==> config.mk <==
export PLATFORM = sky130hd
export DESIGN_NAME = flc_top
export DESIGN_NICKNAME = d
export VERILOG_FILES = /design/src/rtl/flc_poll_gen.v /design/src/rtl/flc_top.v
export VERILOG_INCLUDE_DIRS = /design/src /design/src/rtl
export SDC_FILE = /design/constraint.sdc
export NUM_CORES = 1
export LEC_CHECK = 0
export BUFFER_PORTS_ARGS = -buffer_cell sky130_fd_sc_hd__buf_2
export CORE_ASPECT_RATIO = 1.4
export CORE_UTILIZATION = 58
export DETAILED_ROUTE_END_ITERATION = 6
export GPL_ROUTABILITY_DRIVEN = 1
export PLACE_DENSITY = 0.85
export SLEW_MARGIN = 30
export SYNTH_ARGS = -nofsm -noshare
export SYNTH_HDL_FRONTEND = slang
export SYNTH_SLANG_ARGS = --single-unit
==> constraint.sdc <==
create_clock -name mclk_i -period 4.4 [get_ports mclk_i]
set_clock_uncertainty 0.1 [all_clocks]
set_input_delay 0.88 -clock mclk_i [delete_from_list [all_inputs] [get_ports mclk_i]]
set_output_delay 0.88 -clock mclk_i [all_outputs]
set_load 0.01 [all_outputs]
==> src/rtl/flc_consts.vh <==
// Constants for the flash lock and fuse control block.
// Assumes inclusion by bare name from the rtl/ directory.
`ifndef FLC_CONSTS_VH
`define FLC_CONSTS_VH

`define FLC_BYTE_ERASED     8'hFF
`define FLC_BYTE_PROG       8'h00
`define FLC_POLL_ERASE      8'h7F
`define FLC_FUSE_COUNT      19
`define FLC_FUSE_AW         5
`define FLC_LOCK_AW         1
`define FLC_ADDR_CS0        5'h00
`define FLC_ADDR_CS1        5'h01
`define FLC_LOCK_COUNT      2
`define FLC_ADDR_STARTUP0   5'h02
`define FLC_ADDR_STARTUP1   5'h03
`define FLC_ADDR_RSTEN      5'h04
`define FLC_ADDR_BROWNOUT   5'h05
`define FLC_ADDR_DBG        5'h06
`define FLC_ADDR_PROG_EN    5'h07
`define FLC_ADDR_TRIM0      5'h08
`define FLC_ADDR_USIGP      5'h10
`define FLC_ADDR_TRIST      5'h11
`define FLC_ADDR_DBGIF      5'h12
`define FLC_FACTORY_TRIM    8'h80
`define FLC_LEVEL_1         2'h1
`define FLC_LEVEL_2         2'h2
`define FLC_LEVEL_3         2'h3
`define FLC_SPACE_CODE      2'h0
`define FLC_SPACE_USIG      2'h1
`define FLC_SPACE_FUSE      2'h2
`define FLC_SPACE_LOCK      2'h3
`define FLC_CLK_CRYSTAL     2'h0
`define FLC_CLK_RSVD        2'h1
`define FLC_CLK_EXTERNAL    2'h2
`define FLC_CLK_INTERNAL_RC 2'h3
`define FLC_STARTUP_RESET   2'h3
`define FLC_WRITE_NS        2500000
`define FLC_AUTO_NS         5000000
`define FLC_ERASE_NS        7500000
`define FLC_CLK_NS          5

`endif

==> src/rtl/flc_poll_gen.v <==
// Busy-cycle read data shaper for complemented-MSB polling.
// Assumes the owner supplies the reference byte and busy level.
`timescale 1ns/1ps

module flc_poll_gen (
	// Clock and reset
	input  wire       mclk_i,
	input  wire       srst_i,
	// Cycle state
	input  wire       busy_i,
	input  wire       hit_i,
	input  wire [7:0] ref_i,
	input  wire [7:0] true_i,
	// Result
	output reg  [7:0] data_o
);
	always @(posedge mclk_i) begin
		if (srst_i) begin
			data_o <= 8'h00;
		end else if (busy_i && hit_i) begin
			data_o <= {~ref_i[7], ref_i[6:0]};
		end else begin
			data_o <= true_i;
		end
	end
endmodule

==> src/rtl/flc_top.v <==
// Flash lock bits, user fuse row and programming-cycle polling.
// Assumes a command decoder on the same clock presents writes and reads
// as one-cycle strobes; serial framing lives outside this block.
//
// Operation
// - Busy read of last byte inverts MSB.
// - After cycle, same read returns stored value.
// - Chip erase polls as 7FH until done.
// - Poll reference is last byte loaded.
// - Two lock bytes, FFh clear, 00h set.
// - Only chip erase returns locks to FFh.
// - Level 2 blocks programming of every space except 00h lock writes.
// - Level 3 also blocks code reads, debug.
// - Level decoded from lock bytes 00h, 01h.
// - Nineteen fuses, one per row address.
// - Write 00h clears fuse, FFh keeps it.
// - Fuse-row erase or chip erase returns fuse to FFh.
// - Every fuse defaults to FFh.
// - Clock-source fuses select clock, POR applied.
// - Start-up fuses select wake time, POR applied.
// - Fuse 04h reset pin, applied at POR or session end with pin high.
// - Fuse 05h brown-out, 06h debug disable.
// - Fuse 07h programming enable, applied at POR or session end.
// - Fuses 08h-0Fh form RC trim byte.
// - Fuse 10H blocks user signature programming.
// - Fuse 11H port start mode; 12H FFh.
`timescale 1ns/1ps
`include "flc_consts.vh"

module flc_top #(
	parameter WRITE_CYCLES = `FLC_WRITE_NS / `FLC_CLK_NS,
	parameter AUTO_CYCLES  = `FLC_AUTO_NS / `FLC_CLK_NS,
	parameter ERASE_CYCLES = `FLC_ERASE_NS / `FLC_CLK_NS
) (
	// Clock and reset
	input  wire        mclk_i,
	input  wire        srst_i,
	// Power-on and session events
	input  wire        por_i,
	input  wire        session_end_i,
	input  wire        rst_pin_high_i,
	// Command strobes from the programming decoder
	input  wire        wr_i,
	input  wire        auto_erase_i,
	input  wire        chip_erase_i,
	input  wire        rd_i,
	input  wire [1:0]  space_i,
	input  wire [10:0] addr_i,
	input  wire [7:0]  wdata_i,
	input  wire        last_load_i,
	// Array side for code and user signature storage
	input  wire [7:0]  array_rdata_i,
	output wire        array_prog_o,
	// Read answer
	output wire [7:0]  rdata_o,
	output reg         rvalid_o,
	output reg         busy_o,
	output reg         refused_o,
	// Protection state
	output wire [1:0]  prot_level_o,
	// Applied configuration
	output reg  [1:0]  clk_source_o,
	output reg  [1:0]  startup_delay_select_o,
	output reg         reset_pin_en_o,
	output reg         brownout_detector_en_o,
	output reg         on_chip_debug_en_o,
	output reg         in_system_programming_en_o,
	output reg  [7:0]  rc_trim_o,
	output reg         usig_prog_block_o,
	output reg         ports_input_only_o,
	output wire        comparator_in_a_input_only_o,
	output wire        comparator_in_b_input_only_o,
	output wire        slave_select_quasi_o,
	output wire [7:0]  factory_trim_o
);
	// ----------------------------------------------------------------
	// Storage
	// ----------------------------------------------------------------
	reg [7:0]  fuse_q [0:`FLC_FUSE_COUNT-1];
	reg [7:0]  lock_q [0:1];
	reg [31:0] cnt_q;
	reg        erase_q;
	reg [7:0]  ref_q;
	reg [1:0]  ref_space_q;
	reg [10:0] ref_addr_q;
	reg [7:0]  true_d;
	reg        pend_q;
	integer    i;
	integer    j;

	localparam ST_IDLE = 1'b0;
	localparam ST_BUSY = 1'b1;
	reg        st_q;

	// A fuse or lock byte is on only while it reads FFh.
	function fon;
		input [7:0] v;
		begin
			fon = (v == `FLC_BYTE_ERASED);
		end
	endfunction

	// Fuse and lock rows are short; anything past their end is not a
	// byte of this block, for writes and reads alike.
	function addr_ok;
		input [1:0]  sp;
		input [10:0] a;
		begin
			case (sp)
			`FLC_SPACE_FUSE: addr_ok = (a < `FLC_FUSE_COUNT);
			`FLC_SPACE_LOCK: addr_ok = (a < `FLC_LOCK_COUNT);
			default:         addr_ok = 1'b1;
			endcase
		end
	endfunction

	// Only the upper lock byte programmed has no defined level; it is
	// held at level 2, which blocks programming but leaves code reads open.
	function [1:0] level_of;
		input l0;
		input l1;
		begin
			case ({l1, l0})
			2'h3:    level_of = `FLC_LEVEL_1;
			2'h0:    level_of = `FLC_LEVEL_3;
			default: level_of = `FLC_LEVEL_2;
			endcase
		end
	endfunction

	// ----------------------------------------------------------------
	// Reset pin level
	// ----------------------------------------------------------------
	// The level comes straight from a pad. The filtered copy moves only
	// once the last two stages agree, so a one-cycle glitch never qualifies a
	// session end.
	reg        pin_s1_q;
	reg        pin_s2_q;
	reg        pin_s3_q;
	reg        pin_high_q;

	always @(posedge mclk_i) begin
		if (srst_i) begin
			pin_s1_q   <= 1'b0;
			pin_s2_q   <= 1'b0;
			pin_s3_q   <= 1'b0;
			pin_high_q <= 1'b0;
		end else begin
			pin_s1_q <= rst_pin_high_i;
			pin_s2_q <= pin_s1_q;
			pin_s3_q <= pin_s2_q;
			if (pin_s2_q == pin_s3_q) begin
				pin_high_q <= pin_s3_q;
			end
		end
	end

	// ----------------------------------------------------------------
	// Protection level
	// ----------------------------------------------------------------
	wire lk0 = fon(lock_q[0]);
	wire lk1 = fon(lock_q[1]);
	assign prot_level_o = level_of(lk0, lk1);

	wire lvl_ge2 = (prot_level_o != `FLC_LEVEL_1);
	wire lvl3    = (prot_level_o == `FLC_LEVEL_3);

	// ----------------------------------------------------------------
	// Write acceptance
	// ----------------------------------------------------------------
	wire in_range = addr_ok(space_i, addr_i);
	wire usig_blk = (space_i == `FLC_SPACE_USIG) &&
		usig_prog_block_o;
	// Lock bytes can still be programmed further but never erased here.
	wire lock_ok = (space_i == `FLC_SPACE_LOCK) &&
		(wdata_i == `FLC_BYTE_PROG);
	wire wr_ok = wr_i && (st_q == ST_IDLE) && in_range && !usig_blk &&
		(!lvl_ge2 || lock_ok);
	wire ce_ok = chip_erase_i && (st_q == ST_IDLE);

	assign array_prog_o = wr_ok && ((space_i == `FLC_SPACE_CODE) ||
		(space_i == `FLC_SPACE_USIG));

	// ----------------------------------------------------------------
	// Cycle sequencer and nonvolatile bytes
	// ----------------------------------------------------------------
	always @(posedge mclk_i) begin
		if (srst_i) begin
			st_q        <= ST_IDLE;
			cnt_q       <= 32'h0000_0000;
			erase_q     <= 1'b0;
			ref_q       <= 8'h00;
			ref_space_q <= 2'h0;
			ref_addr_q  <= 11'h000;
			refused_o   <= 1'b0;
			for (i = 0; i < `FLC_FUSE_COUNT; i = i + 1) begin
				fuse_q[i] <= `FLC_BYTE_ERASED;
			end
			lock_q[0] <= `FLC_BYTE_ERASED;
			lock_q[1] <= `FLC_BYTE_ERASED;
		end else begin
			refused_o <= (wr_i && !wr_ok) || (chip_erase_i && !ce_ok);
			case (st_q)
			ST_IDLE: begin
				if (ce_ok) begin
					st_q    <= ST_BUSY;
					erase_q <= 1'b1;
					ref_q   <= `FLC_BYTE_ERASED;
					cnt_q   <= ERASE_CYCLES;
					lock_q[0] <= `FLC_BYTE_ERASED;
					lock_q[1] <= `FLC_BYTE_ERASED;
					for (i = 0; i < `FLC_FUSE_COUNT; i = i + 1) begin
						fuse_q[i] <= `FLC_BYTE_ERASED;
					end
				end else if (wr_ok) begin
					erase_q     <= 1'b0;
					ref_space_q <= space_i;
					ref_addr_q  <= addr_i;
					ref_q       <= wdata_i;
					if (last_load_i) begin
						st_q  <= ST_BUSY;
						cnt_q <= auto_erase_i ? AUTO_CYCLES : WRITE_CYCLES;
					end
					if (space_i == `FLC_SPACE_FUSE) begin
						if (auto_erase_i) begin
							for (i = 0; i < `FLC_FUSE_COUNT; i = i + 1) begin
								fuse_q[i] <= `FLC_BYTE_ERASED;
							end
							fuse_q[addr_i[4:0]] <= wdata_i;
						end else if (wdata_i == `FLC_BYTE_PROG) begin
							fuse_q[addr_i[4:0]] <= `FLC_BYTE_PROG;
						end
					end
					if (lock_ok) begin
						lock_q[addr_i[0]] <= `FLC_BYTE_PROG;
					end
				end
			end
			ST_BUSY: begin
				if (cnt_q <= 32'h0000_0001) begin
					st_q    <= ST_IDLE;
					erase_q <= 1'b0;
				end else begin
					cnt_q <= cnt_q - 32'h0000_0001;
				end
			end
			default: begin
				st_q <= ST_IDLE;
			end
			endcase
		end
	end

	// ----------------------------------------------------------------
	// Read path
	// ----------------------------------------------------------------
	wire rd_code_blk = lvl3 && (space_i == `FLC_SPACE_CODE);
	wire hit = erase_q || ((space_i == ref_space_q) &&
		(addr_i == ref_addr_q));

	always @* begin
		true_d = array_rdata_i;
		if (space_i == `FLC_SPACE_FUSE) begin
			true_d = addr_ok(space_i, addr_i) ? fuse_q[addr_i[4:0]] :
				8'h00;
		end else if (space_i == `FLC_SPACE_LOCK) begin
			true_d = addr_ok(space_i, addr_i) ? lock_q[addr_i[0]] :
				8'h00;
		end else if (rd_code_blk) begin
			true_d = 8'h00;
		end
	end

	flc_poll_gen u_poll (
		.mclk_i (mclk_i),
		.srst_i (srst_i),
		.busy_i (st_q == ST_BUSY),
		.hit_i  (hit),
		.ref_i  (ref_q),
		.true_i (true_d),
		.data_o (rdata_o)
	);

	always @(posedge mclk_i) begin
		if (srst_i) begin
			rvalid_o <= 1'b0;
			busy_o   <= 1'b0;
		end else begin
			rvalid_o <= rd_i;
			busy_o   <= (st_q == ST_BUSY);
		end
	end

	// ----------------------------------------------------------------
	// Configuration outputs
	// ----------------------------------------------------------------
	// Two apply points: POR latches clock, start-up, port, reset-pin and programming-enable
	// fields, session end programming-enable and, with the pin high, reset-pin; the other fields follow the fuses every cycle.
	always @(posedge mclk_i) begin
		if (srst_i) begin
			pend_q <= 1'b0;
		end else begin
			pend_q <= por_i;
		end
	end

	always @(posedge mclk_i) begin
		if (srst_i) begin
			clk_source_o               <= `FLC_CLK_INTERNAL_RC;
			startup_delay_select_o     <= `FLC_STARTUP_RESET;
			reset_pin_en_o             <= 1'b1;
			in_system_programming_en_o <= 1'b1;
			brownout_detector_en_o     <= 1'b1;
			on_chip_debug_en_o         <= 1'b0;
			rc_trim_o                  <= 8'hFF;
			usig_prog_block_o          <= 1'b1;
			ports_input_only_o         <= 1'b1;
		end else begin
			if (pend_q) begin
				clk_source_o <= {fon(fuse_q[`FLC_ADDR_CS1]),
					fon(fuse_q[`FLC_ADDR_CS0])};
				startup_delay_select_o <=
					{fon(fuse_q[`FLC_ADDR_STARTUP1]),
					fon(fuse_q[`FLC_ADDR_STARTUP0])};
				ports_input_only_o <= fon(fuse_q[`FLC_ADDR_TRIST]);
			end
			if (pend_q || (session_end_i && pin_high_q)) begin
				reset_pin_en_o <= fon(fuse_q[`FLC_ADDR_RSTEN]);
			end
			if (pend_q || session_end_i) begin
				in_system_programming_en_o <=
					fon(fuse_q[`FLC_ADDR_PROG_EN]);
			end
			brownout_detector_en_o <=
				fon(fuse_q[`FLC_ADDR_BROWNOUT]);
			on_chip_debug_en_o <= !fon(fuse_q[`FLC_ADDR_DBG]) &&
				!lvl3;
			for (j = 0; j < 8; j = j + 1) begin
				rc_trim_o[j] <= fon(fuse_q[`FLC_ADDR_TRIM0 + j]);
			end
			usig_prog_block_o <= fon(fuse_q[`FLC_ADDR_USIGP]);
		end
	end

	assign comparator_in_a_input_only_o = 1'b1;
	assign comparator_in_b_input_only_o = 1'b1;
	assign slave_select_quasi_o         = 1'b1;
	assign factory_trim_o               = `FLC_FACTORY_TRIM;
endmodule

* After elaboration in Yosys (flattened, before gate mapping) *
Memory sizes are Yosys's and may differ from the RTL's.
Cells that the tools add are included.

word-level totals
  bits in registers = 89
  bits in latches = 0
  bits in writable memories = 168
  ROM bits = 0
  word-level logic and storage cells = 242
  memories kept = 2

operators by class
  add/subtract/negate cells = 1
  multiply operators = 0
  divide/modulo/power cells = 0
  $lt $le $gt $ge = 3
  equality and inequality tests = 33
  shift operators = 0
  mux-type cells = 99
  bitwise logic cells = 44
  reduce and logical (&&, ||, !) cells = 36

memories
  name    words  width  read ports  clocked after memory_dff  write ports  line          source
  fuse_q  19     8      19          0                         20           flc_top.v:79  reg [7:0] fuse_q [0:`FLC_FUSE_COUNT-1];
  lock_q  2      8      3           0                         2            flc_top.v:80  reg [7:0] lock_q [0:1];

operators by type and width
  cell                   count
  $mux 8                 50
  $eq 8x8->1 const B     20
  $mux 32                4
  $pmux 32 s2            1
  $or 1x1->1             41
  $mux 1                 39
  $le 32x1->1 const B    1
  $sub 32x1->32 const B  1
  $mux 20                1
  $logic_and 1x1->1      15
  $eq 11x11->1           1
  $lt 11x2->1 const B    1
  $lt 11x5->1 const B    1
  $eq 2x2->1 const B     4
  $logic_not 8->1        1
  $reduce_or 8->1        1
  $logic_not 1->1        6
  $logic_or 1x1->1       6
  $ne 3x3->1 const B     2
  $pmux 1 s2             3
  $reduce_and 3->1       2
  $logic_not 2->1        2
  $ne 2x1->1 const B     2
  $pmux 2 s2             1
  other kinds (7)        10

* Logic depth before layout (Yosys ltp) *
An unclocked memory read counts as a cell.

  depth in word-level cells = 15
  gate-level depth with buffers = 9
  depth with buffers taken out = 8

* Hierarchy *
Synthesis repeated with hierarchy kept, for this count alone.

unflattened totals
  cells, all modules = 1129
  area, all modules = 14506.4 um^2

by module, submodules not included
  module        instances  cells each  area an instance (um^2)  sequential area each (um^2)
  flc_top       1          1093        14142.3                  8508.2
  flc_poll_gen  1          36          364.1                    160.2

* Least setup slack after synthesis *
No wires, ideal clock.

  kind = input to register
  start = in wdata_i[5]
  end = mem fuse_q[14][0], enable pin
  arrival time = 3.110 ns
  required time = 3.916 ns
  slack = 0.806 ns
  stages on the path = 8
  cell sequence = clkbuf_2 or4_1 nor2_2 nor2_1 nor3_1 clkbuf_1 nand4_1 o21ai_0

RTL lines
  item                line          source
  start: declaration  flc_top.v:49  input wire [7:0] wdata_i,
  end: declaration    flc_top.v:79

* Final worst setup path *
  start = in wdata_i[6]
  end = out array_prog_o

between the ends
  longest elaborated chain between the ends = 5

RTL lines
  item                       line           source
  $logic_not 8->1 (no line)  n/a
  $logic_and 1x1->1          flc_top.v:175  wire lock_ok = (space_i == `FLC_SPACE_LOCK) &&
  $logic_or 1x1->1           flc_top.v:178  (!lvl_ge2 || lock_ok);
  $logic_and 1x1->1          flc_top.v:177  wire wr_ok = wr_i && (st_q == ST_IDLE) && in_range && !usig_blk &&
  $logic_and 1x1->1          flc_top.v:181  assign array_prog_o = wr_ok && ((space_i == `FLC_SPACE_CODE) ||
  end: declaration           flc_top.v:53   output wire array_prog_o,

Every way passes these cells.

==> metrics.cfg <==
[worst_setup_path]
cpMaxStageDelayCell=or4_1
critPathMaxFanout=20
critPathMaxStageDelay_ns=0.58
cp.arrival_ns=2.53
cp-start-kind=input port
cp-end-kind=primary output
cp.required_ns=3.42
critPathTopFamily=simple AND/OR/NAND/NOR gates
crit_top_cell=buf_2
cp_num_buf_inv=2
crit_type=input port to primary output
cp_cell_sequence=buf_2 > or4_1 > nor2_2 > o2111a_4 > nor2b_1 > buf_2

[power]
seqPwrFrac_pct=52.1
total_power_mw=6.49
p_int_mw=4.90
power_leakage_nw=5.28
powerDensity_nw_per_um2=398
irDropWorstVdd_mv=0.391
net-switching-power_mw=1.58
power_frac_clock_pct=38.5
power_frac_comb_pct=9.4
swShare_pct=24.4

[synth]
ys_dominant_reg_cell=edfxtp_1
avgSynthCellArea_sq_um=12.2
synthArstFlopShare_pct=0
synth_top_family_by_area=simple AND/OR/NAND/NOR gates
netlist_instances=1183
synthMuxAreaShare_pct=10.2
synth_adder_area_share_pct=0.347
yosys.area_share.simple_pct=16.7
yosysWarnings=0
synth_edf_count=228
synth_xor_area_share_pct=1.82
synth_cell_types=66
synth_seq_cells=319
syn_area_sq_um=14400
ys_seq_area_share_pct=60.0
synth_compound_area_share_pct=6.91

[clock_network]
cts_tree=done
clk_latency_ns=0.58
hold_buffers=0
post-cts-setup-buffers=0
cts_resized=0
cts_inserted_buffers=29
cts_root_buf=clkbuf_16
htreeDepth=1
worst_setup_hold_path_clk_slew_ns=0.06
clock_sinks=319
clockBufferDepth=3

[grt]
grt_pass1_wl_mm=57.2
gr-usage-all-layers_pct=30.2
grt_pass1_vias=10400
grt_max_degree=53
antenna_found_initial=0
grt_overflow=0

[run]
max_cap_violations=0

[detailed_routing]
antenna_left=0
wl_mm=38.0
drtIter0Drc=1591
vias_per_cell=6.52
vias=10700
drcViolationCount=0
dr.pass1.iters=6
wl_per_cell_um=23.2

[timing]
setup_viol_count_final=0
finalWorstSetupSlack_ns=0.895
slew_violations=0
slew_headroom_pct=40.5
fmax_mhz=285
holdWs_ns=0.346
tightest_slew_ns=0.892
min_period_ns=3.51
setup_tns_ns=0
hold_viol_final=0
rsz0062_at_grt=no
min_period_over_period_pct=79.7

[cells_and_area]
nets=1347
final_core_utilization_pct=66.3
diodes=0
drive_gt1_share_pct=18.9
fin_area_sq_um=16300
final_cells=1642
syn2layout_area_growth_pct=12.8

[place]
placed_area_sq_um=15400
portBuffers=70
gp_congestion=0.942
dp.final_hpwl_mm=25.9
pre_cts_slack_ns=0.477
dp_cells=1588

[die]
ios=82
die_area_sq_um=25500
row_count=68
dieHeight_um=189
start_util_pct=58.7
core_area_sq_um=24600
dieWidth_um=135

[status]
status=finished clean

[hold_path]
worst_hold_path_type=flip-flop to flip-flop

worst register-to-register path, stage by stage, from the launching register on:
cell and delay (ns):
dfxtp_1 0.40, ha_1 0.28, a22o_1 0.19, o2111a_4 0.25, nand2_1 0.18, nor2_4 0.20
nand4_1 0.46, o21ai_0 0.40, buf_4 0.22
flip-flops by register name, indices dropped and copies added (netlist names), 8 cells and up:
| register | cells |
|---|---|
| ref_q | 8 |
| cnt_q | 32 |
| rc_trim_o | 8 |
| fuse_q | 228 |
| ref_addr_q | 11 |
| u_poll.data_o | 8 |
area by class of cell:
class | instances | area (sq um)
fill | 1666 | 8300
clock buffer | 35 | 768
clock inverter | 19 | 173
multi-input combinational | 826 | 5540
tap | 315 | 394
sequential | 319 | 8670
inverter | 13 | 48.8
timing repair buffer | 115 | 703
path summary, 6_finish.rpt:
path,from,end,slack [ns],depth (start not counted)
worst min register to register,pin_s1_q$_SDFF_PP0_,pin_s2_q$_SDFF_PP0_,0.35,1
worst max register to register,lock_q[1][6]$_SDFFE_PP0P_,fuse_q[9][2]$_SDFFCE_PN1P_,1.41,8
worst min-delay path,pin_s1_q$_SDFF_PP0_,pin_s2_q$_SDFF_PP0_,0.35,1
worst max-delay path,wdata_i[6],array_prog_o,0.89,6
power by group through the flow:
stage / Combinational [mW] / Clock (mW) / Sequential [mW]
final: 0.611 / 2.50 / 3.38
after global routing: 0.651 / 2.64 / 3.39
after CTS: 0.595 / 2.51 / 3.38
after detailed placement: 0.590 / 0 / 3.44
after global placement: 0.574 / 0 / 3.44
after floorplan: 0.426 / 0 / 3.43
per-layer routing:
metal  up-vias  wire length, um  global-route usage (%)
met3       166             4260                    6.99
met1      5090            12500                    34.8
met2       819            18600                    49.7
li1       4635                -                       -
met4         0             2630                    20.3
met5         -                0                       0
kinds of logic after synthesis:
group           Yosys count
compound gates          161
xor+xnor                 30
fa+ha+maj                 4
other cells               2
simple gates            470
mux                      74
buf+inv                 123
flops                   319
synthesized netlist by cell type, drive strengths merged, types with 2 or more instances:
master   number  area [sq um]
a41oi         3          26.3
conb          2          7.51
clkbuf       59           224
inv          13          48.8
nand3        15          80.1
nand2b        6          37.5
or2           5          33.8
xor2          7          61.3
o22ai        16           100
mux2i        16           160
a31oi         5          46.3
nand2       136           510
a21oi        43           215
ha            4          50.1
a2111oi       3          32.5
a221oi        2          17.5
a211oi       11          82.6
or4           4          30.0
nor4         18           195
buf          51           308
nor3         28           156
dfxtp        91          1820
mux4         58          1310
a311oi        6          52.6
nor3b         2          15.0
o21ai        57           289
xnor2        23           201
nor2b         7          43.8
a22oi         2          15.0
nand4       121           757
and2          3          18.8
nor4b         3          32.5
nor2        111           422
or3           7          43.8
o31ai         3          22.5
edfxtp      228          6850
cell usage in the layout (no fill, tap or decap), types with 9 or more instances in the layout:
| cell | Yosys | routed |
|---|---|---|
| mux4_2 | 58 | 58 |
| nand4_1 | 121 | 121 |
| a211oi_1 | 11 | 11 |
| dfxtp_1 | 91 | 91 |
| clkbuf_16 | 0 | 29 |
| nor4_1 | 9 | 9 |
| edfxtp_1 | 228 | 228 |
| conb_1 | 2 | 87 |
| inv_1 | 13 | 13 |
| nand3_1 | 14 | 14 |
| mux2i_1 | 16 | 16 |
| a21oi_1 | 43 | 43 |
| o21ai_0 | 54 | 54 |
| buf_2 | 24 | 69 |
| xnor2_1 | 23 | 23 |
| o22ai_1 | 16 | 16 |
| nand2_1 | 136 | 136 |
| nor3_1 | 26 | 25 |
| buf_4 | 19 | 45 |
| nor2_1 | 109 | 106 |
No activity file was read; power rests on OpenSTA's default activity.
